File: src/hdl/synth_ctrl_pkg.sv
// Constants for the synthesizer control register set
package synth_ctrl_pkg;
  // ****************************************************************
  // Word and select field
  // ****************************************************************
  localparam int         WORD_W     = 32;
  localparam int         SEL_W      = 3;
  localparam logic [2:0] SEL_FREQ   = 3'h0;
  localparam logic [2:0] SEL_FRACLO = 3'h1;
  localparam logic [2:0] SEL_REFDIV = 3'h2;
  localparam logic [2:0] SEL_FUNC   = 3'h3;
  localparam logic [2:0] SEL_TEST   = 3'h4;
  localparam logic [31:0] LATCH_RST = 32'h0000_0000;

  // ****************************************************************
  // Field positions and widths
  // ****************************************************************
  localparam int MON_LSB    = 27;
  localparam int MON_W      = 4;
  localparam int INT_LSB    = 15;
  localparam int INT_W      = 12;
  localparam int FHI_LSB    = 3;
  localparam int FHI_W      = 12;
  localparam int FLO_LSB    = 15;
  localparam int FLO_W      = 13;
  localparam int CSR_BIT    = 28;
  localparam int PUMP_LSB   = 24;
  localparam int PUMP_W     = 4;
  localparam int PRESC_BIT  = 22;
  localparam int HALVE_BIT  = 21;
  localparam int DBL_BIT    = 20;
  localparam int RCNT_LSB   = 15;
  localparam int RCNT_W     = 5;
  localparam int MODRST_BIT = 14;
  localparam int LDP_BIT    = 7;
  localparam int POL_BIT    = 6;
  localparam int PD_BIT     = 5;
  localparam int TRI_BIT    = 4;
  localparam int CRST_BIT   = 3;
  localparam int TEST_LSB   = 3;
  localparam int TEST_W     = 29;

  // ****************************************************************
  // Lock detect counts and monitor selections
  // ****************************************************************
  localparam int         LOCK_W      = 6;
  localparam logic [5:0] LOCK_CNT_LO = 6'h18;
  localparam logic [5:0] LOCK_CNT_HI = 6'h28;
  localparam logic [3:0] MON_LOW     = 4'h0;
  localparam logic [3:0] MON_LOCK    = 4'h1;
  localparam logic [3:0] MON_PFDREF  = 4'h2;
  localparam logic [3:0] MON_WINDOW  = 4'h3;
endpackage

File: src/hdl/ref_path.sv
// Reference doubler, R counter and halver giving the PHASE_FREQ_DETECTOR reference tick
`timescale 1ns/1ps
module ref_path (
  input  wire logic       clk,
  input  wire logic       reset_n,
  input  wire logic       ref_pin,
  input  wire logic       doubler,
  input  wire logic       halve,
  input  wire logic [4:0] r_ratio,
  input  wire logic       hold,
  output logic            pfd_tick,
  output logic            pfd_level
);
  typedef struct packed {
    logic [2:0] sync;
    logic       ref_f;
    logic [4:0] cnt;
    logic       half;
    logic       tick;
    logic       level;
  } ref_state_t;

  ref_state_t s_q;
  ref_state_t s_d;

  // ****************************************************************
  // Next state
  // ****************************************************************
  always_comb begin
    logic active;
    logic rtick;
    active = 1'b0;
    rtick  = 1'b0;
    s_d      = s_q;
    s_d.tick = 1'b0;
    s_d.sync = {s_q.sync[1:0], ref_pin};
    // Filtered reference edge: falling only, or both with doubler
    if (s_q.sync[1] == s_q.sync[2] && s_q.sync[2] != s_q.ref_f) begin
      s_d.ref_f = s_q.sync[2];
      active    = doubler || !s_q.sync[2];
    end
    // Ratio 1..32, code 0 counts as 32 since the compare wraps
    if (active) begin
      if (s_q.cnt == r_ratio - 5'h01) begin
        s_d.cnt = 5'h00;
        rtick   = 1'b1;
      end else begin
        s_d.cnt = s_q.cnt + 5'h01;
      end
    end
    // Optional divide-by-two toggle stage
    if (rtick) begin
      s_d.half = !s_q.half;
      if (!halve || s_q.half) begin
        s_d.tick  = 1'b1;
        s_d.level = !s_q.level;
      end
    end
    // Counters held in their load state
    if (hold) begin
      s_d.cnt  = 5'h00;
      s_d.half = 1'b0;
      s_d.tick = 1'b0;
    end
  end

  // State register
  always_ff @(posedge clk) begin
    if (!reset_n) begin
      s_q <= '0;
    end else begin
      s_q <= s_d;
    end
  end

  assign pfd_tick  = s_q.tick;
  assign pfd_level = s_q.level;
endmodule // ref_path

File: src/hdl/synth_ctrl_regs.sv
// Serial programming port, control latches and lock detect
//
// Notes on behaviour
// - Shift 32 bits MSB first, select low three
// - Load strobe rise copies word to selected latch
// - Double-buffered fields apply on next frequency write
// - Select 000 loads the frequency word
// - Select 001 loads the fraction low word
// - Select 010 loads the reference divider word
// - Select 011 loads the function word
// - Select 100 loads test word, upper zero
// - Bits 30..27 select the monitor output
// - Twelve-bit integer divide value from frequency word
// - Fraction is low thirteen plus high shifted
// - Reference word bits 27..24 set pump current
// - Cycle slip reduction only with positive polarity
// - Halving bit adds divide-by-two after R counter
// - Doubler off falling edge, on both edges
// - R counter divides reference by 1 to 32
// - Modulator reset on frequency write unless bit14
// - Lock after 24 or 40 good cycles
// - Function bit 6 sets detector polarity
// - Power-down keeps all latched contents
// - Power-down holds counters, tristates pump, clears lock
// - Function bit 4 tristates the charge pump
// - Function bit 3 holds counters in reset
`timescale 1ns/1ps
module synth_ctrl_regs (
  input  wire logic        CLK,
  input  wire logic        RESET_N,
  input  wire logic        SER_CLK,
  input  wire logic        SER_DATA,
  input  wire logic        LOAD_STROBE,
  input  wire logic        REFERENCE_INPUT,
  input  wire logic        PHASE_IN_WINDOW,
  output logic             MONITOR_OUTPUT_PIN,
  output logic [3:0]       MON_SEL,
  output logic [11:0]      INT_VALUE,
  output logic [24:0]      FRAC_VALUE,
  output logic [3:0]       PUMP_CURRENT,
  output logic             PRESCALER_89,
  output logic             CYCLE_SLIP_REDUCE,
  output logic             REF_DOUBLER,
  output logic             REF_HALVE,
  output logic [4:0]       R_RATIO,
  output logic             PFD_REF_TICK,
  output logic             MOD_RESET,
  output logic             LOCK_DETECT,
  output logic             PD_POLARITY,
  output logic             POWER_DOWN,
  output logic             PUMP_TRISTATE,
  output logic             COUNTER_RESET,
  output logic [28:0]      TEST_BITS
);
  typedef struct packed {
    logic [2:0]  ser_sync;
    logic [2:0]  dat_sync;
    logic [2:0]  le_sync;
    logic [2:0]  win_sync;
    logic        ser_f;
    logic        le_f;
    logic        win_f;
    logic [31:0] shift;
    logic [31:0] freq;
    logic [31:0] frac_word;
    logic [31:0] ref_word;
    logic [31:0] func;
    logic [31:0] test;
    logic [12:0] frac_act;
    logic [4:0]  rcnt_act;
    logic        dbl_act;
    logic [3:0]  pump_act;
    logic [5:0]  lock_cnt;
    logic        lock;
    logic        mod_rst;
    logic        mon_out;
    logic        tri_o;
    logic        crst_o;
    logic        csr_o;
  } ctrl_state_t;

  ctrl_state_t s_q;
  ctrl_state_t s_d;
  logic        ser_rise;
  logic        load_rise;
  logic [2:0]  sel;
  logic [5:0]  lock_target;
  logic        pfd_tick;
  logic        pfd_level;

  // ****************************************************************
  // Reference path
  // ****************************************************************
  ref_path u_ref (
    .clk       (CLK),
    .reset_n   (RESET_N),
    .ref_pin   (REFERENCE_INPUT),
    .doubler   (s_q.dbl_act),
    .halve     (s_q.ref_word[synth_ctrl_pkg::HALVE_BIT]),
    .r_ratio   (s_q.rcnt_act),
    .hold      (s_q.crst_o),
    .pfd_tick  (pfd_tick),
    .pfd_level (pfd_level)
  );

  // Filtered edges of the serial pins, select field, lock target
  assign ser_rise  = s_q.ser_sync[1] == s_q.ser_sync[2] && s_q.ser_sync[2] && !s_q.ser_f;
  assign load_rise = s_q.le_sync[1] == s_q.le_sync[2] && s_q.le_sync[2] && !s_q.le_f;
  assign sel       = s_q.shift[2:0];
  assign lock_target = s_q.func[synth_ctrl_pkg::LDP_BIT] ? synth_ctrl_pkg::LOCK_CNT_HI
                                                         : synth_ctrl_pkg::LOCK_CNT_LO;

  // ****************************************************************
  // Next state
  // ****************************************************************
  always_comb begin
    logic [5:0] nxt;
    nxt = 6'h00;
    s_d         = s_q;
    s_d.mod_rst = 1'b0;
    s_d.ser_sync = {s_q.ser_sync[1:0], SER_CLK};
    s_d.dat_sync = {s_q.dat_sync[1:0], SER_DATA};
    s_d.le_sync  = {s_q.le_sync[1:0], LOAD_STROBE};
    s_d.win_sync = {s_q.win_sync[1:0], PHASE_IN_WINDOW};
    // Filtered levels follow once stages two and three agree
    if (s_q.ser_sync[1] == s_q.ser_sync[2]) begin
      s_d.ser_f = s_q.ser_sync[2];
    end
    if (s_q.le_sync[1] == s_q.le_sync[2]) begin
      s_d.le_f = s_q.le_sync[2];
    end
    if (s_q.win_sync[1] == s_q.win_sync[2]) begin
      s_d.win_f = s_q.win_sync[2];
    end
    // Shift in MSB first on serial clock rise
    if (ser_rise) begin
      s_d.shift = {s_q.shift[30:0], s_q.dat_sync[2]};
    end
    // Latch transfer, accepted in power-down too
    if (load_rise) begin
      case (sel)
        synth_ctrl_pkg::SEL_FREQ: begin
          s_d.freq     = s_q.shift;
          s_d.frac_act = s_q.frac_word[synth_ctrl_pkg::FLO_LSB +: synth_ctrl_pkg::FLO_W];
          s_d.rcnt_act = s_q.ref_word[synth_ctrl_pkg::RCNT_LSB +: synth_ctrl_pkg::RCNT_W];
          s_d.dbl_act  = s_q.ref_word[synth_ctrl_pkg::DBL_BIT];
          s_d.pump_act = s_q.ref_word[synth_ctrl_pkg::PUMP_LSB +: synth_ctrl_pkg::PUMP_W];
          s_d.mod_rst  = !s_q.func[synth_ctrl_pkg::MODRST_BIT];
        end
        synth_ctrl_pkg::SEL_FRACLO: begin
          s_d.frac_word = s_q.shift;
        end
        synth_ctrl_pkg::SEL_REFDIV: begin
          s_d.ref_word = s_q.shift;
        end
        synth_ctrl_pkg::SEL_FUNC: begin
          s_d.func = s_q.shift;
        end
        synth_ctrl_pkg::SEL_TEST: begin
          s_d.test = s_q.shift;
        end
        default: begin
          s_d.test = s_q.test;
        end
      endcase
    end
    // Lock detect counts good PHASE_FREQ_DETECTOR cycles, restarts on a bad one
    if (s_q.func[synth_ctrl_pkg::PD_BIT]) begin
      s_d.lock_cnt = 6'h00;
      s_d.lock     = 1'b0;
    end else if (pfd_tick) begin
      if (s_q.win_f) begin
        nxt = (s_q.lock_cnt >= lock_target) ? s_q.lock_cnt : s_q.lock_cnt + 6'h01;
        s_d.lock_cnt = nxt;
        s_d.lock     = nxt >= lock_target;
      end else begin
        s_d.lock_cnt = 6'h00;
        s_d.lock     = 1'b0;
      end
    end
    // Pump three-state, counter hold and cycle slip gating
    s_d.tri_o  = s_q.func[synth_ctrl_pkg::TRI_BIT] | s_q.func[synth_ctrl_pkg::PD_BIT];
    s_d.crst_o = s_q.func[synth_ctrl_pkg::CRST_BIT] | s_q.func[synth_ctrl_pkg::PD_BIT];
    s_d.csr_o  = s_q.ref_word[synth_ctrl_pkg::CSR_BIT] & s_q.func[synth_ctrl_pkg::POL_BIT];
    // Monitor multiplexer
    case (s_q.freq[synth_ctrl_pkg::MON_LSB +: synth_ctrl_pkg::MON_W])
      synth_ctrl_pkg::MON_LOW:    s_d.mon_out = 1'b0;
      synth_ctrl_pkg::MON_LOCK:   s_d.mon_out = s_q.lock;
      synth_ctrl_pkg::MON_PFDREF: s_d.mon_out = pfd_level;
      synth_ctrl_pkg::MON_WINDOW: s_d.mon_out = s_q.win_f;
      default:                    s_d.mon_out = 1'b0;
    endcase
  end

  // State register
  always_ff @(posedge CLK) begin
    if (!RESET_N) begin
      s_q <= '0;
    end else begin
      s_q <= s_d;
    end
  end

  // ****************************************************************
  // Outputs
  // ****************************************************************
  assign MONITOR_OUTPUT_PIN = s_q.mon_out;
  assign MON_SEL            = s_q.freq[synth_ctrl_pkg::MON_LSB +: synth_ctrl_pkg::MON_W];
  assign INT_VALUE          = s_q.freq[synth_ctrl_pkg::INT_LSB +: synth_ctrl_pkg::INT_W];
  assign FRAC_VALUE         = {s_q.freq[synth_ctrl_pkg::FHI_LSB +: synth_ctrl_pkg::FHI_W],
                               s_q.frac_act};
  assign PUMP_CURRENT       = s_q.pump_act;
  assign PRESCALER_89       = s_q.ref_word[synth_ctrl_pkg::PRESC_BIT];
  assign CYCLE_SLIP_REDUCE  = s_q.csr_o;
  assign REF_DOUBLER        = s_q.dbl_act;
  assign REF_HALVE          = s_q.ref_word[synth_ctrl_pkg::HALVE_BIT];
  assign R_RATIO            = s_q.rcnt_act;
  assign PFD_REF_TICK       = pfd_tick;
  assign MOD_RESET          = s_q.mod_rst;
  assign LOCK_DETECT        = s_q.lock;
  assign PD_POLARITY        = s_q.func[synth_ctrl_pkg::POL_BIT];
  assign POWER_DOWN         = s_q.func[synth_ctrl_pkg::PD_BIT];
  assign PUMP_TRISTATE      = s_q.tri_o;
  assign COUNTER_RESET      = s_q.crst_o;
  assign TEST_BITS          = s_q.test[synth_ctrl_pkg::TEST_LSB +: synth_ctrl_pkg::TEST_W];
endmodule // synth_ctrl_regs

File: config.mk
export PLATFORM = sky130hd
export DESIGN_NAME = synth_ctrl_regs
export DESIGN_NICKNAME = d
export VERILOG_FILES = /design/src/hdl/synth_ctrl_pkg.sv /design/src/hdl/ref_path.sv /design/src/hdl/synth_ctrl_regs.sv
export SDC_FILE = /design/constraint.sdc
export NUM_CORES = 1
export LEC_CHECK = 0
export BUFFER_PORTS_ARGS = -buffer_cell sky130_fd_sc_hd__buf_4
export CORE_MARGIN = 10
export CORE_UTILIZATION = 40
export CTS_CLUSTER_DIAMETER = 150
export DETAILED_ROUTE_END_ITERATION = 6
export GPL_ROUTABILITY_DRIVEN = 0
export SLEW_MARGIN = 10
export SYNTH_ARGS = -nofsm -noshare
export SYNTH_HDL_FRONTEND = slang
export SYNTH_HIERARCHICAL = 1
export SYNTH_SLANG_ARGS = --single-unit
File: constraint.sdc
create_clock -name CLK -period 3.4 [get_ports CLK]
set_clock_uncertainty 0.05 [all_clocks]
set_input_delay 0 -clock CLK [delete_from_list [all_inputs] [get_ports CLK]]
set_output_delay 0 -clock CLK [all_outputs]
set_load 0.05 [all_outputs]
# ---- Word-level counts from Yosys, hierarchy flattened
# Cells that the tools add are included.
dict set report totals {
  regBits 229
  latch_bits 0
  mem_bits_rw 0
  romBits 0
  input_bits 7
  out_inout_bits 91
  word_cells 87
  memories 0
}
dict set report op_classes {
  add_sub_neg 3
  multipliers 0
  n_div 0
  magnitude_cmp 2
  eq_ne 13
  shift 0
  n_mux 9
  bitwise 5
  n_reduce_logical 25
}
# operator count
set ops {}
lappend ops {{6-bit greater-or-equal comparator} 2}
lappend ops {{6-bit 2-to-1 mux} 2}
lappend ops {{2-bit AND reduction} 6}
lappend ops {{4-bit by 2-bit == test with 1-bit output, second input constant} 2}
lappend ops {{1-bit logical NOT} 7}
lappend ops {{7-bit 2-to-1 mux} 1}
lappend ops {{6-bit by 1-bit adder with 6-bit output, second input constant} 1}
lappend ops {{3-bit by 2-bit == test with 1-bit output, second input constant} 2}
lappend ops {{5-bit by 1-bit adder with 5-bit output, second input constant} 1}
lappend ops {{5-bit == test} 1}
lappend ops {{1-bit logical AND} 5}
lappend ops {{5-bit 2-to-1 mux} 1}
lappend ops {{5-bit by 1-bit subtractor with 5-bit output, second input constant} 1}
lappend ops {{1-bit == test} 4}
lappend ops {{4-bit by 1-bit == test with 1-bit output, second input constant} 1}
lappend ops {{2-bit OR reduction} 2}
lappend ops {{3-bit by 1-bit == test with 1-bit output, second input constant} 1}
lappend ops {{3-bit == test, second input constant} 1}
lappend ops {{3-bit logical NOT} 1}
lappend ops {{1-bit 2-to-1 mux} 3}
lappend ops {{1-bit case mux with 3 select lines} 1}
lappend ops {{3-bit AND reduction} 1}
lappend ops {{3-bit OR reduction} 1}
lappend ops {{1-bit logical OR} 2}
lappend ops {{5 further kinds} 7}

# ---- Longest topological paths before layout
# Gate-level depths: netlist of run 1.
dict set report depth {
  ltp_word 6
  depth_mapped 10
}

# ---- Cells and area by module
# The synthesis of run 1 kept the hierarchy.
# module n_inst cells_per_inst area_per_inst_um2
set modules_own_cells {}
lappend modules_own_cells {synth_ctrl_regs 1 815 7146.9}
lappend modules_own_cells {ref_path 1 65 611.8}

# ---- Worst setup path before layout of run 1
# OpenSTA, ideal clock, no wires.
dict set report synth_path {
  kind {reg2reg}
  startpoint {register s_q[10] (netlist name)}
  endpoint {register s_q, in the netlist LOCK_DETECT}
  setup_time_ps 57
  t_arrival_ps 2052
  path_slack_ps 1241
  stages_incl_launch_ff 10
  path_buffers 0
  synth_period_minus_slack_ps 2159
  path_cell_list {dfxtp_1 -> ha_1 -> o21ai_0 -> nand3_1 -> xnor2_1 -> ha_1 -> nand2_1 -> a2111oi_0 -> mux2_2 -> a21o_1}
}
dict set report synth_between {
  elab_chain_cells 4
  word_cells_on_any_way 5
}
# element line_no
set synth_lines {}
lappend synth_lines {{from (decl)} synth_ctrl_regs.sv:82} ;# ctrl_state_t s_q;
lappend synth_lines {{from (signal assigned)} synth_ctrl_regs.sv:198} ;# s_q <= '0;
lappend synth_lines {{from (signal assigned)} synth_ctrl_regs.sv:200} ;# s_q <= s_d;
lappend synth_lines {{6-bit by 1-bit adder with 6-bit output / 6-bit greater-or-equal comparator (equally long branches)} synth_ctrl_regs.sv:173} ;# nxt = (s_q.lock_cnt >= lock_target) ? s_q.lock_cnt : s_q.lock_cnt + 6'h01;
lappend synth_lines {{6-bit 2-to-1 mux (*)} synth_ctrl_regs.sv:173}
lappend synth_lines {{6-bit greater-or-equal comparator (*)} synth_ctrl_regs.sv:175} ;# s_d.lock = nxt >= lock_target;
lappend synth_lines {{7-bit 2-to-1 mux (*)} synth_ctrl_regs.sv:172} ;# if (s_q.win_f) begin
# Mark *: on every way between the ends. The rest lies on a longest branch, timed or not.
# A chain may end at the register's enable or synchronous reset.

# ---- Worst setup path after layout of run 1
# Ends and elaborated chain as after synthesis.

==> metrics.csv, run 1 <==
stage,metric,value,unit
power_and_ir_drop,Worst VDD drop,0.000345,V
route,First-pass DRT Iterations,4,
synth,Synth Instances,880,
route,Residual DRC,0,
floorplanning,effective utilization at floorplan,41.1,%
cts,CTS Buf Count,17,
route,Initial DRC Count,289,
sta,worst slew pin tran,991,ps
power_and_ir_drop,Leak Pwr,0.00331,µW
route,vias per inst,4.78,
sta,Fin. Hold Viols,0,
floorplanning,Ports,98,
synth,YS warnings,6,
cts,clock sink count,183,
sta,fin. max-slew vios,0,
cts,clock latency at the later pin of the worst-skew pair,430,ps
final_layout,cell area after layout,8690,µm²
critical_path,startpoint types,flop,
placed_design,port bufs,97,
flow_run,MaxCap Viol Count,0,
synth,Post-Synthesis Cell Area,7760,µm²
critical_path,cell mode on critical path,ha_1,
run_status,status,"complete, no violations",
critical_path,Buffers & Inverters on Critical Path,0,
critical_path,critical path's top delay family,compound AO/OA/AOI/OAI gates,
cts,CTS root buffer,clkbuf_16,
synth,number of synthesized flops with an enable pin,0,
synth,Syn Nets,897,
grt,GR Overflow Total,0,
synth,Mean Syn Cell Area,8.82,µm²
cts,largest buffer count on any clock path,2,
critical_path,WS Path Type,reg2reg,
final_layout,ant diodes,0,
grt,Overall Global Routing Usage,13.6,%
floorplanning,Die Ht,159,µm
sta,setup TNS after final layout,0,ps
hold_path,Min-Delay Path Class,in2reg,
final_layout,nets@finish,900,
route,Routed WL per cell,14.9,µm
critical_path,CP Cell Sequence,ha_1 > o21ai_0 > nand3_1 > xnor2_1 > ha_1 > nand2_1 > a2111oi_0 > mux2_2 > a21o_1,
grt,initial antenna violation count,0,
synth,Most used DFF post-synth,dfxtp_1,
final_layout,final core occ,46.0,%
cts,H-tree Lvls,4,
final_layout,Area Overhead vs Synth,12.0,%
synth,sequential area share after synthesis,47.2,%
critical_path,critical path endpoint category,flop,
floorplanning,row count,50,
route,Routed Antenna Nets,0,
floorplanning,die area,25400,µm²
placed_design,post-DP HPWL,11400,µm
synth,ys async rst share,0,%
sta,setup violators final,0,
power_and_ir_drop,pwr/cell area,473,nW/µm²
route,WL final,17200,µm
critical_path,"Req. time, crit path",3730,ps
cts,CTS tree,yes,
grt,vias in the first global route,5403,
sta,period utilization,72.9,%
critical_path,CP arrival,2810,ps
grt,first-pass GRT wire length,28600,µm
route,via count,5520,
placed_design,Placed Area,8080,µm²
floorplanning,Die W,159,µm
sta,RSZ-0062 raised after global routing,false,
grt,pin count of the biggest net entering global routing,84,
cts,post-CTS setup buffer count,0,
synth,Synth Register Bits,183,
cts,clk slew on worst S/H paths,70,ps
critical_path,worst-path fanout max,6,
final_layout,layout cells sized above 1,17.1,%
sta,Rel. slew slack,33.7,%
critical_path,critical path's largest stage delay,430,ps
floorplanning,CORE AREA,18900,µm²
synth,synth unique cells,47,
critical_path,slowest CP cell,dfxtp_1,
sta,clock period minus worst slack,2480,ps
sta,f_max,403,MHz
per-stage QoR:
stage | cells | setup WS [ps] | hold WS (ps) | power, µW
2_1_floorplan | 880 | 1240 | 71.7 | 2260
3_3_place_gp | 1118 | 1110 | 162 | 2280
3_5_place_dp | 1118 | 920 | 160 | 2280
4_1_cts | 1156 | 916 | 248 | 4170
5_1_grt | 1156 | 767 | 270 | 4260
6_report | 1156 | 920 | 270 | 4120
worst reg2reg max path, stage by stage (launching register included):
cell       delay, ps
dfxtp_1          430
ha_1             270
o21ai_0          210
nand3_1          170
xnor2_1          160
ha_1             320
nand2_1           60
a2111oi_0        430
mux2_2           250
a21o_1            80
placed cells by master, fill, tap and decap left out, types with 7 or more instances in the layout:
cell	n
nand2b_1	14
ha_1	10
nor2_1	11
buf_4	105
nand3_1	9
xor2_1	7
dfxtp_1	183
mux2i_1	24
nor2b_1	22
and2_1	16
clkbuf_16	17
nand2_1	262
a21boi_0	74
a21boi_1	53
report_power, final:
| part | internal, µW | switching, µW | total, µW |
|---|---|---|---|
| Clock | 1010 | 870 | 1880 |
| Sequential | 2150 | 3.62 | 2150 |
| Combinational | 39.6 | 37.9 | 77.4 |
kinds of logic (layout without fill, tap and decap cells):
| kind of cell | Yosys count | count (layout) | synth area share, % |
|---|---|---|---|
| buf+inv | 133 | 149 | 10.6 |
| xor+xnor | 11 | 11 | 1.24 |
| compound gates | 154 | 154 | 14.8 |
| flops | 183 | 183 | 47.2 |
| fa+ha+maj | 10 | 10 | 1.61 |
| simple gates | 362 | 362 | 21.0 |
| mux | 27 | 27 | 3.53 |
area by class of cell:
cell class	count	area, µm²
tap	260	325
timing repair buffer	111	848
multi-input combinational	564	3280
clock inverter	14	128
clock buffer	18	429
sequential	183	3660
inverter	6	22.5
fill	1882	10200
sequential cells by signal, indices dropped and copies added, names as in the netlist, 2 cells and up:
register and count:
FRAC_VALUE 25, INT_VALUE 12, MON_SEL 4, PUMP_CURRENT 4
R_RATIO 5, TEST_BITS 29, s_d 8, s_q 73
u_ref/s_d 2, u_ref/s_q 8
synth_stat cells (11+ instances only):
cell type  count  area, µm²
nand2_1      263        987
dfxtp_1      183       3660
buf_4         83        623
a21boi_0      74        556
a21boi_1      53        398
clkbuf_1      33        124
mux2i_1       24        240
nor2b_1       23        144
and2_1        17        106
nand2b_1      14       87.6
nor2_1        11       41.3
metal layers:
| layer | part of all wire, % | wire (µm) | vias up | GRT usage [%] |
|---|---|---|---|---|
| li1 | - | - | 2795 | - |
| met4 | 1.0 | 178 | 0 | 3.58 |
| met3 | 4.9 | 839 | 17 | 3.98 |
| met2 | 44 | 7600 | 108 | 21.1 |
| met1 | 50 | 8610 | 2600 | 18.2 |
| met5 | 0 | 0 | - | 0 |
worst paths after layout:
| check | start | to | slack [ps] | cells after the start |
|---|---|---|---|---|
| worst max-delay path | s_q[10]$_SDFFE_PP0P_ | LOCK_DETECT$_SDFFE_PP0P_ | 920 | 9 |
| worst min-delay path | PHASE_IN_WINDOW | s_d[231]$_SDFF_PN0_ | 270 | 3 |
| worst max register to register | s_q[10]$_SDFFE_PP0P_ | LOCK_DETECT$_SDFFE_PP0P_ | 920 | 9 |
| worst min register to register | s_q[81]$_SDFFE_PN0P_ | MOD_RESET$_SDFF_PN0_ | 370 | 1 |
timing repair:
action                    CTS  global route
hold endpoints to repair   36             0
hold buffers                6             0
resized for setup           0             0
Power figures use the tool's default switching activity.
==> run 2: changes to the inputs <==
--- a/config.mk
+++ b/config.mk
@@ -5,6 +5,7 @@
 export SDC_FILE = /design/constraint.sdc
 export NUM_CORES = 1
 export LEC_CHECK = 0
+export ABC_AREA = 1
 export BUFFER_PORTS_ARGS = -buffer_cell sky130_fd_sc_hd__buf_4
 export CORE_MARGIN = 10
 export CORE_UTILIZATION = 40
==> constraint.sdc (replaced) <==
create_clock -name CLK -period 2.4 [get_ports CLK]
set_clock_uncertainty 0.05 [all_clocks]
set_input_delay 0 -clock CLK [delete_from_list [all_inputs] [get_ports CLK]]
set_output_delay 0 -clock CLK [all_outputs]
set_load 0.05 [all_outputs]
==> run 2 against run 1 <==
Final cell count is 5.6% higher; critical endpoint unchanged; clock-buffer cell count is 3 higher; largest power group is now the clock network; highest routed layer unchanged; worst hold slack worse by 16 ps; sequential share of layout area increased by 0.98 points.
==> metrics.csv, run 2 <==
stage,metric,value,unit,change
grt,initial antenna violation count,0,,unchanged
placed_design,port bufs,97,,unchanged
cts,CTS root buffer,clkbuf_16,,
route,Routed Antenna Nets,0,,unchanged
critical_path,slowest CP cell,dfxtp_2,,
sta,period utilization,91.9,%,+19 points
sta,setup violators final,0,,unchanged
sta,Fin. Hold Viols,0,,unchanged
sta,Rel. slew slack,61.8,%,+28 points
floorplanning,Die Ht,156,µm,-1.7%
final_layout,nets@finish,996,,+11%
cts,CTS Buf Count,17,,unchanged
synth,Most used DFF post-synth,dfxtp_1,,
route,met2 WL,7580,µm,-0.24%
synth,Synth Register Bits,183,,unchanged
route,via count,5742,,+4.0%
critical_path,CP arrival,2480,ps,-330 ps
sta,Hold WS,254,ps,-16.0 ps
grt,first-pass GRT wire length,27900,µm,-2.4%
sta,f_max,453,MHz,+12%
synth,sequential area share after synthesis,49.2,%,+1.9 points
critical_path,startpoint types,flop,,
final_layout,fill cell count,1813,,-3.7%
route,First-pass DRT Iterations,6,,+2
sta,worst slew pin tran,573,ps,-419 ps
synth,Syn Nets,987,,+10%
critical_path,cell mode on critical path,a21oi_1,,
critical_path,WS Path Type,reg2reg,,
sta,RSZ-0062 raised after global routing,false,,
floorplanning,Ports,98,,unchanged
synth,"top cells by count, synth","nor2_1 (284), dfxtp_1 (183), o21ai_0 (152)",,
synth,Mean Syn Cell Area,7.68,µm²,-13%
final_layout,Area Overhead vs Synth,14.0,%,
cts,clk slew on worst S/H paths,70,ps,about the same
power_and_ir_drop,Tot Pwr,6490,µW,+58%
critical_path,critical path's largest stage delay,350,ps,-80 ps
power_and_ir_drop,Worst VDD drop,0.000469,V,+36%
critical_path,worst-path fanout max,7,,+1
floorplanning,effective utilization at floorplan,41.1,%,about the same
cts,largest buffer count on any clock path,2,,unchanged
route,vias per inst,4.70,,-1.5%
synth,Synth area leaders,"dfxtp_1 (49%), nor2_1 (14%), o21ai_0 (10%), buf_4 (8.3%), nand2_1 (3.6%)",,
floorplanning,die area,24500,µm²,-3.5%
final_layout,most frequent cells in the layout,"nor2_1 (283), dfxtp_1 (182), o21ai_0 (152)",,
grt,Overall Global Routing Usage,14.1,%,+0.42 points
floorplanning,row count,49,,-2.0%
critical_path,critical path endpoint category,flop,,
power_and_ir_drop,Leak Pwr,0.00369,µW,+11%
route,max layer used,met4,,
synth,Synth area leader,dfxtp_1,,
synth,synth unique cells,27,,-43%
critical_path,CP Cell Sequence,inv_2 > ha_1 > or2_2 > nand2_4 > inv_1 > nand2_1 > a21boi_2 > ha_4 > a21oi_2 > nor2_1 > a21oi_1 > a21oi_1,,
synth,Synth Instances,970,,+10%
grt,pin count of the biggest net entering global routing,161,,+92%
sta,setup TNS after final layout,0,ps,unchanged
cts,H-tree Lvls,4,,unchanged
critical_path,"Req. time, crit path",2670,ps,-1060 ps
synth,most common cell in the netlist,nor2_1,,
grt,vias in the first global route,5474,,+1.3%
floorplanning,CORE AREA,18100,µm²,-3.9%
route,Routed WL per cell,14.0,µm,-6.1%
route,met1 WL,8290,µm,-3.7%
final_layout,Biggest register,s_q,,
hold_path,Min-Delay Path Class,in2reg,,
run_status,status,"complete, no violations",,
synth,number of synthesized flops with an enable pin,0,,unchanged
synth,Synth top area share,49.2,%,+1.9 points
sta,clock period minus worst slack,2210,ps,-274 ps
cts,post-CTS setup buffer count,0,,unchanged
final_layout,layout cells sized above 1,16.6,%,-0.44 points
flow_run,MaxCap Viol Count,0,,unchanged
final_layout,Largest register FFs,73,,unchanged
synth,Post-Synthesis Cell Area,7450,µm²,-4.0%
route,Residual DRC,0,,unchanged
synth,YS warnings,6,,unchanged
route,Initial DRC Count,317,,+9.7%
cts,CTS tree,yes,,
final_layout,"commonest non-fill, non-tap cell in the layout",nor2_1,,
route,WL final,17100,µm,-0.77%
route,metal3 WL,1080,µm,+29%
grt,GR Overflow Total,0,,unchanged
power_and_ir_drop,pwr/cell area,764,nW/µm²,+61%
cts,clock sink count,183,,unchanged
final_layout,ant diodes,0,,unchanged
floorplanning,Die W,156,µm,-1.7%
synth,ys async rst share,0,%,unchanged
placed_design,post-DP HPWL,11300,µm,-1.5%
sta,fin. max-slew vios,0,,unchanged
cts,clock latency at the later pin of the worst-skew pair,430,ps,about the same
run 2: changes by cell type after synthesis, moves of 14 or more:
| cell | delta |
|---|---|
| nor2_1 | +273 |
| nand2_1 | -192 |
| o21ai_0 | +149 |
| a21boi_0 | -72 |
| inv_1 | +58 |
| a21boi_1 | -53 |
| mux2i_1 | -24 |
| a21oi_1 | +23 |
| nor2b_1 | -23 |
| and2_1 | -17 |
| nand2b_1 | -14 |
run 2: power breakdown:
part	internal (µW)	switching (µW)
Sequential	3060	16.1
Combinational	61.7	117
Clock	2040	1190
run 2: kinds of logic after synthesis:
family,count (synthesis),synth area share (%)
flip-flops,183,49.2
buffers and inverters,194,14.7
XOR/XNOR,2,0.235
adder cells (fa/ha/maj),10,1.68
AND/OR/NAND/NOR,395,21.4
AO/OA/AOI/OAI,186,12.8
run 2: per-stage QoR:
| step | worst slack, ps | util [%] | instances | instance area [µm²] |
|---|---|---|---|---|
| 2_1_floorplan | 259 | - | 970 | 7450 |
| 3_3_place_gp | 119 | 42.5 | 1182 | 7720 |
| 3_5_place_dp | 10.4 | 42.5 | 1182 | 7720 |
| 4_1_cts | 74.9 | 46.7 | 1221 | 8480 |
| 5_1_grt | 33.1 | 46.8 | 1221 | 8500 |
| 6_report | 194 | 46.8 | 1221 | 8500 |
run 2: worst paths after layout:
kind	start	to	slack [ps]	cells after the start
max	s_q[74]$_SDFFE_PN0P_	LOCK_DETECT$_SDFFE_PP0P_	190	12
min	LOAD_STROBE	s_d[234]$_SDFF_PN0_	250	4
max reg2reg	s_q[74]$_SDFFE_PN0P_	LOCK_DETECT$_SDFFE_PP0P_	190	12
min reg2reg	s_d[231]$_SDFF_PN0_	s_d[232]$_SDFF_PN0_	360	2
run 2: what timing repair did:
item	CTS	global route
gates resized for setup	1	5
endpoints found under the hold margin	17	0
hold buffers	7	0
endpoints found under the setup margin	1	1
run 2: layout make-up:
type,count,area [µm²],share of cell area [%]
clock buffers,21,470,5.54
clock inverters,11,218,2.56
inverters,71,267,3.14
multi-input cells,593,2710,31.9
flip-flops and latches,183,3660,43.1
well taps,229,287,3.37
repair buffers,113,878,10.3
run 2: critical path: cells and delay by family, from the launching register on:
| family | cells | cell delay [ps] |
|---|---|---|
| compound gates | 4 | 500 |
| fa+ha+maj | 2 | 500 |
| flops | 1 | 350 |
| simple gates | 4 | 550 |
| buf+inv | 2 | 150 |
run 2: per-layer routing:
metal  vias to the layer above  GRT usage [%]
li1                       3004              -
met1                      2622           18.0
met2                       107           22.0
met3                         9           5.02
met4                         0           3.64
met5                         -              0
==> run 3: changes to the inputs <==
==> constraint.sdc (replaced) <==
create_clock -name CLK -period 2.27 [get_ports CLK]
set_clock_uncertainty 0.05 [all_clocks]
set_input_delay 0 -clock CLK [delete_from_list [all_inputs] [get_ports CLK]]
set_output_delay 0 -clock CLK [all_outputs]
set_load 0.05 [all_outputs]
==> run 3 against run 2 <==
Setup slack got worse by 63 ps; utilization fell by 0.61 points; worst hold slack improved by 2.6 ps; clock power fell by 13%; sequential power rose by 6%; routed wire length fell by 0.61%; final cell count rose by 0.16%; critical path depth did not move; first-iteration DRC count rose by 6.3%; design area fell by 1.3%; global-route usage barely moved; highest routed layer unchanged; flip-flop and latch count did not move.
==> metrics.csv, run 3 (same netlist as run 2, synthesis figures left out) <==
stage,metric,value,unit,change
critical_path,"Req. time, crit path",2530,ps,-140 ps
route,Routed Antenna Nets,0,,unchanged
floorplanning,Die Ht,156,µm,unchanged
critical_path,critical path's largest stage delay,350,ps,about the same
power_and_ir_drop,Clock Power Share,45.2,%,-4.7 points
placed_design,worst slack at placement,26.5,ps,+16.0 ps
final_layout,Biggest register,s_q,,
critical_path,WS Path Type,reg2reg,,
sta,f_max,468,MHz,+3.1%
run_status,status,"complete, no violations",,
final_layout,fill cell count,1858,,+2.5%
sta,setup ws final,131,ps,-63.1 ps
sta,worst slew pin tran,662,ps,+88.9 ps
route,Initial DRC Count,337,,+6.3%
power_and_ir_drop,Internal,4850,µW,-5.9%
floorplanning,Die W,156,µm,unchanged
power_and_ir_drop,Leak Pwr,0.00365,µW,-0.98%
critical_path,FF-to-FF End,LOCK_DETECT$_SDFFE_PP0P_,,
sta,period utilization,94.2,%,+2.3 points
placed_design,post-DP HPWL,11100,µm,-1.3%
sta,Fin. Hold Viols,0,,unchanged
final_layout,final core occ,46.2,%,-0.61 points
grt,GR Overflow Total,0,,unchanged
final_layout,"commonest non-fill, non-tap cell in the layout",nor2_1,,
floorplanning,effective utilization at floorplan,41.1,%,unchanged
hold_path,Hold EP,s_d[234]$_SDFF_PN0_,,
critical_path,Reg-to-Reg Start,s_q[74]$_SDFFE_PN0P_,,
final_layout,layout cells sized above 1,16.6,%,-0.033 points
placed_design,port bufs,97,,unchanged
route,Routed WL per cell,13.9,µm,-0.77%
floorplanning,die area,24500,µm²,unchanged
floorplanning,row count,49,,unchanged
power_and_ir_drop,sw frac,22.6,%,+2.1 points
cts,clock latency at the later pin of the worst-skew pair,420,ps,about the same
grt,first-pass GRT wire length,27800,µm,-0.22%
final_layout,Largest register FFs,73,,unchanged
power_and_ir_drop,sequential share of power,51.8,%,+4.4 points
hold_path,Min-Delay Path Class,in2reg,,
final_layout,most frequent cells in the layout,"nor2_1 (283), dfxtp_1 (182), o21ai_0 (152)",,
floorplanning,CORE AREA,18100,µm²,unchanged
critical_path,CP Cell Sequence,inv_1 > ha_1 > or2_2 > nand2_4 > inv_1 > nand2_1 > a21boi_2 > ha_1 > a21oi_2 > nor2_1 > a21oi_1 > a21oi_1,,
cts,post-CTS setup buffer count,0,,unchanged
final_layout,nets@finish,998,,+0.20%
grt,Overall Global Routing Usage,14.0,%,-0.041 points
sta,clock period minus worst slack,2140,ps,-66.9 ps
critical_path,startpoint types,flop,,
grt,pin count of the biggest net entering global routing,161,,unchanged
critical_path,FF-to-FF setup slack,130,ps,-60 ps
critical_path,CP Launch Point,s_q[74]$_SDFFE_PN0P_,,
critical_path,Buffers & Inverters on Critical Path,2,,unchanged
critical_path,critical path's top delay family,adder cells,,
route,WL final,17000,µm,-0.61%
route,vias per inst,4.64,,-1.4%
hold_path,hold depth,4,,unchanged
route,First-pass DRT Iterations,4,,-2
critical_path,FF-to-FF path depth,12,,unchanged
flow_run,MaxCap Viol Count,0,,unchanged
grt,initial antenna violation count,0,,unchanged
critical_path,slowest CP cell,dfxtp_2,,
sta,setup TNS after final layout,0,ps,unchanged
critical_path,critical path endpoint category,flop,,
final_layout,ant diodes,0,,unchanged
cts,clock sink count,183,,unchanged
power_and_ir_drop,net switching power figure,1420,µW,+6.8%
power_and_ir_drop,pwr/cell area,748,nW/µm²,-2.1%
grt,vias in the first global route,5451,,-0.42%
sta,setup violators final,0,,unchanged
sta,RSZ-0062 raised after global routing,false,,
floorplanning,Ports,98,,unchanged
cts,H-tree Lvls,4,,unchanged
route,via count,5673,,-1.2%
sta,fin. max-slew vios,0,,unchanged
cts,CTS tree,yes,,
cts,largest buffer count on any clock path,2,,unchanged
critical_path,CP arrival,2400,ps,-80 ps
hold_path,HP Start,LOAD_STROBE,,
route,Residual DRC,0,,unchanged
cts,CTS root buffer,clkbuf_16,,
cts,clk slew on worst S/H paths,70,ps,about the same
critical_path,worst-path fanout max,3,,-4
power_and_ir_drop,Logic pwr share,3.0,%,+0.2 points
power_and_ir_drop,Worst VDD drop,0.000510,V,+8.8%
final_layout,Area Overhead vs Synth,12.6,%,
sta,Rel. slew slack,55.9,%,-5.9 points
cts,CTS Buf Count,17,,unchanged
-- run 3: what timing repair did --
action                                  CTS  global route
resized for setup                         0             4
endpoints found under the setup margin    0             1
hold buffers                              7             0
endpoints found under the hold margin    17             0
-- run 3: layout make-up --
| cell class | count | area [µm²] | area share, % |
|---|---|---|---|
| clock inverter | 13 | 120 | 1.43 |
| clock buffer | 19 | 443 | 5.28 |
| timing repair buffer | 115 | 906 | 10.8 |
| inverter | 71 | 267 | 3.18 |
| sequential | 183 | 3660 | 43.7 |
| tap | 229 | 287 | 3.42 |
| multi-input combinational | 593 | 2700 | 32.2 |
-- run 3: metal layers --
layer	global-route usage (%)	part of all wire, %
met1	18.6	49
met2	21.5	45
met3	4.14	5.6
met4	4.36	0.64
met5	0	0
-- run 3: worst max-delay path by stage --
stage	end	slack, ps	cells after the start
after CTS	LOCK_DETECT$_SDFFE_PP0P_	9	12
after global routing	LOCK_DETECT$_SDFFE_PP0P_	20	12
after detailed placement	LOCK_DETECT$_SDFFE_PP0P_	30	12
after floorplan	LOCK_DETECT$_SDFFE_PP0P_	130	12
after global placement	LOCK_DETECT$_SDFFE_PP0P_	80	12
final	LOCK_DETECT$_SDFFE_PP0P_	130	12
-- run 3: tightest hold or removal path, cell delays in order --
cell and delay [ps]:
dlygate4sd3_1 530, buf_4 100, nand2_1 40, inv_1 40
-- run 3: through the flow --
step,instances,hold WS (ps),cell area [µm²],power (µW)
after floorplan,970,43.5,7450,3460
after global placement,1184,136,7750,3500
after detailed placement,1184,138,7750,3500
after CTS,1223,231,8380,6360
after global routing,1223,245,8390,6540
final,1223,257,8390,6270
-- run 3: power by group through the flow --
stage | clock network (µW) | logic, µW | registers, µW
after floorplan | 0 | 143 | 3320
after global placement | 0 | 182 | 3320
after detailed placement | 0 | 181 | 3320
after CTS | 2920 | 192 | 3250
after global routing | 3070 | 218 | 3250
final | 2830 | 190 | 3250
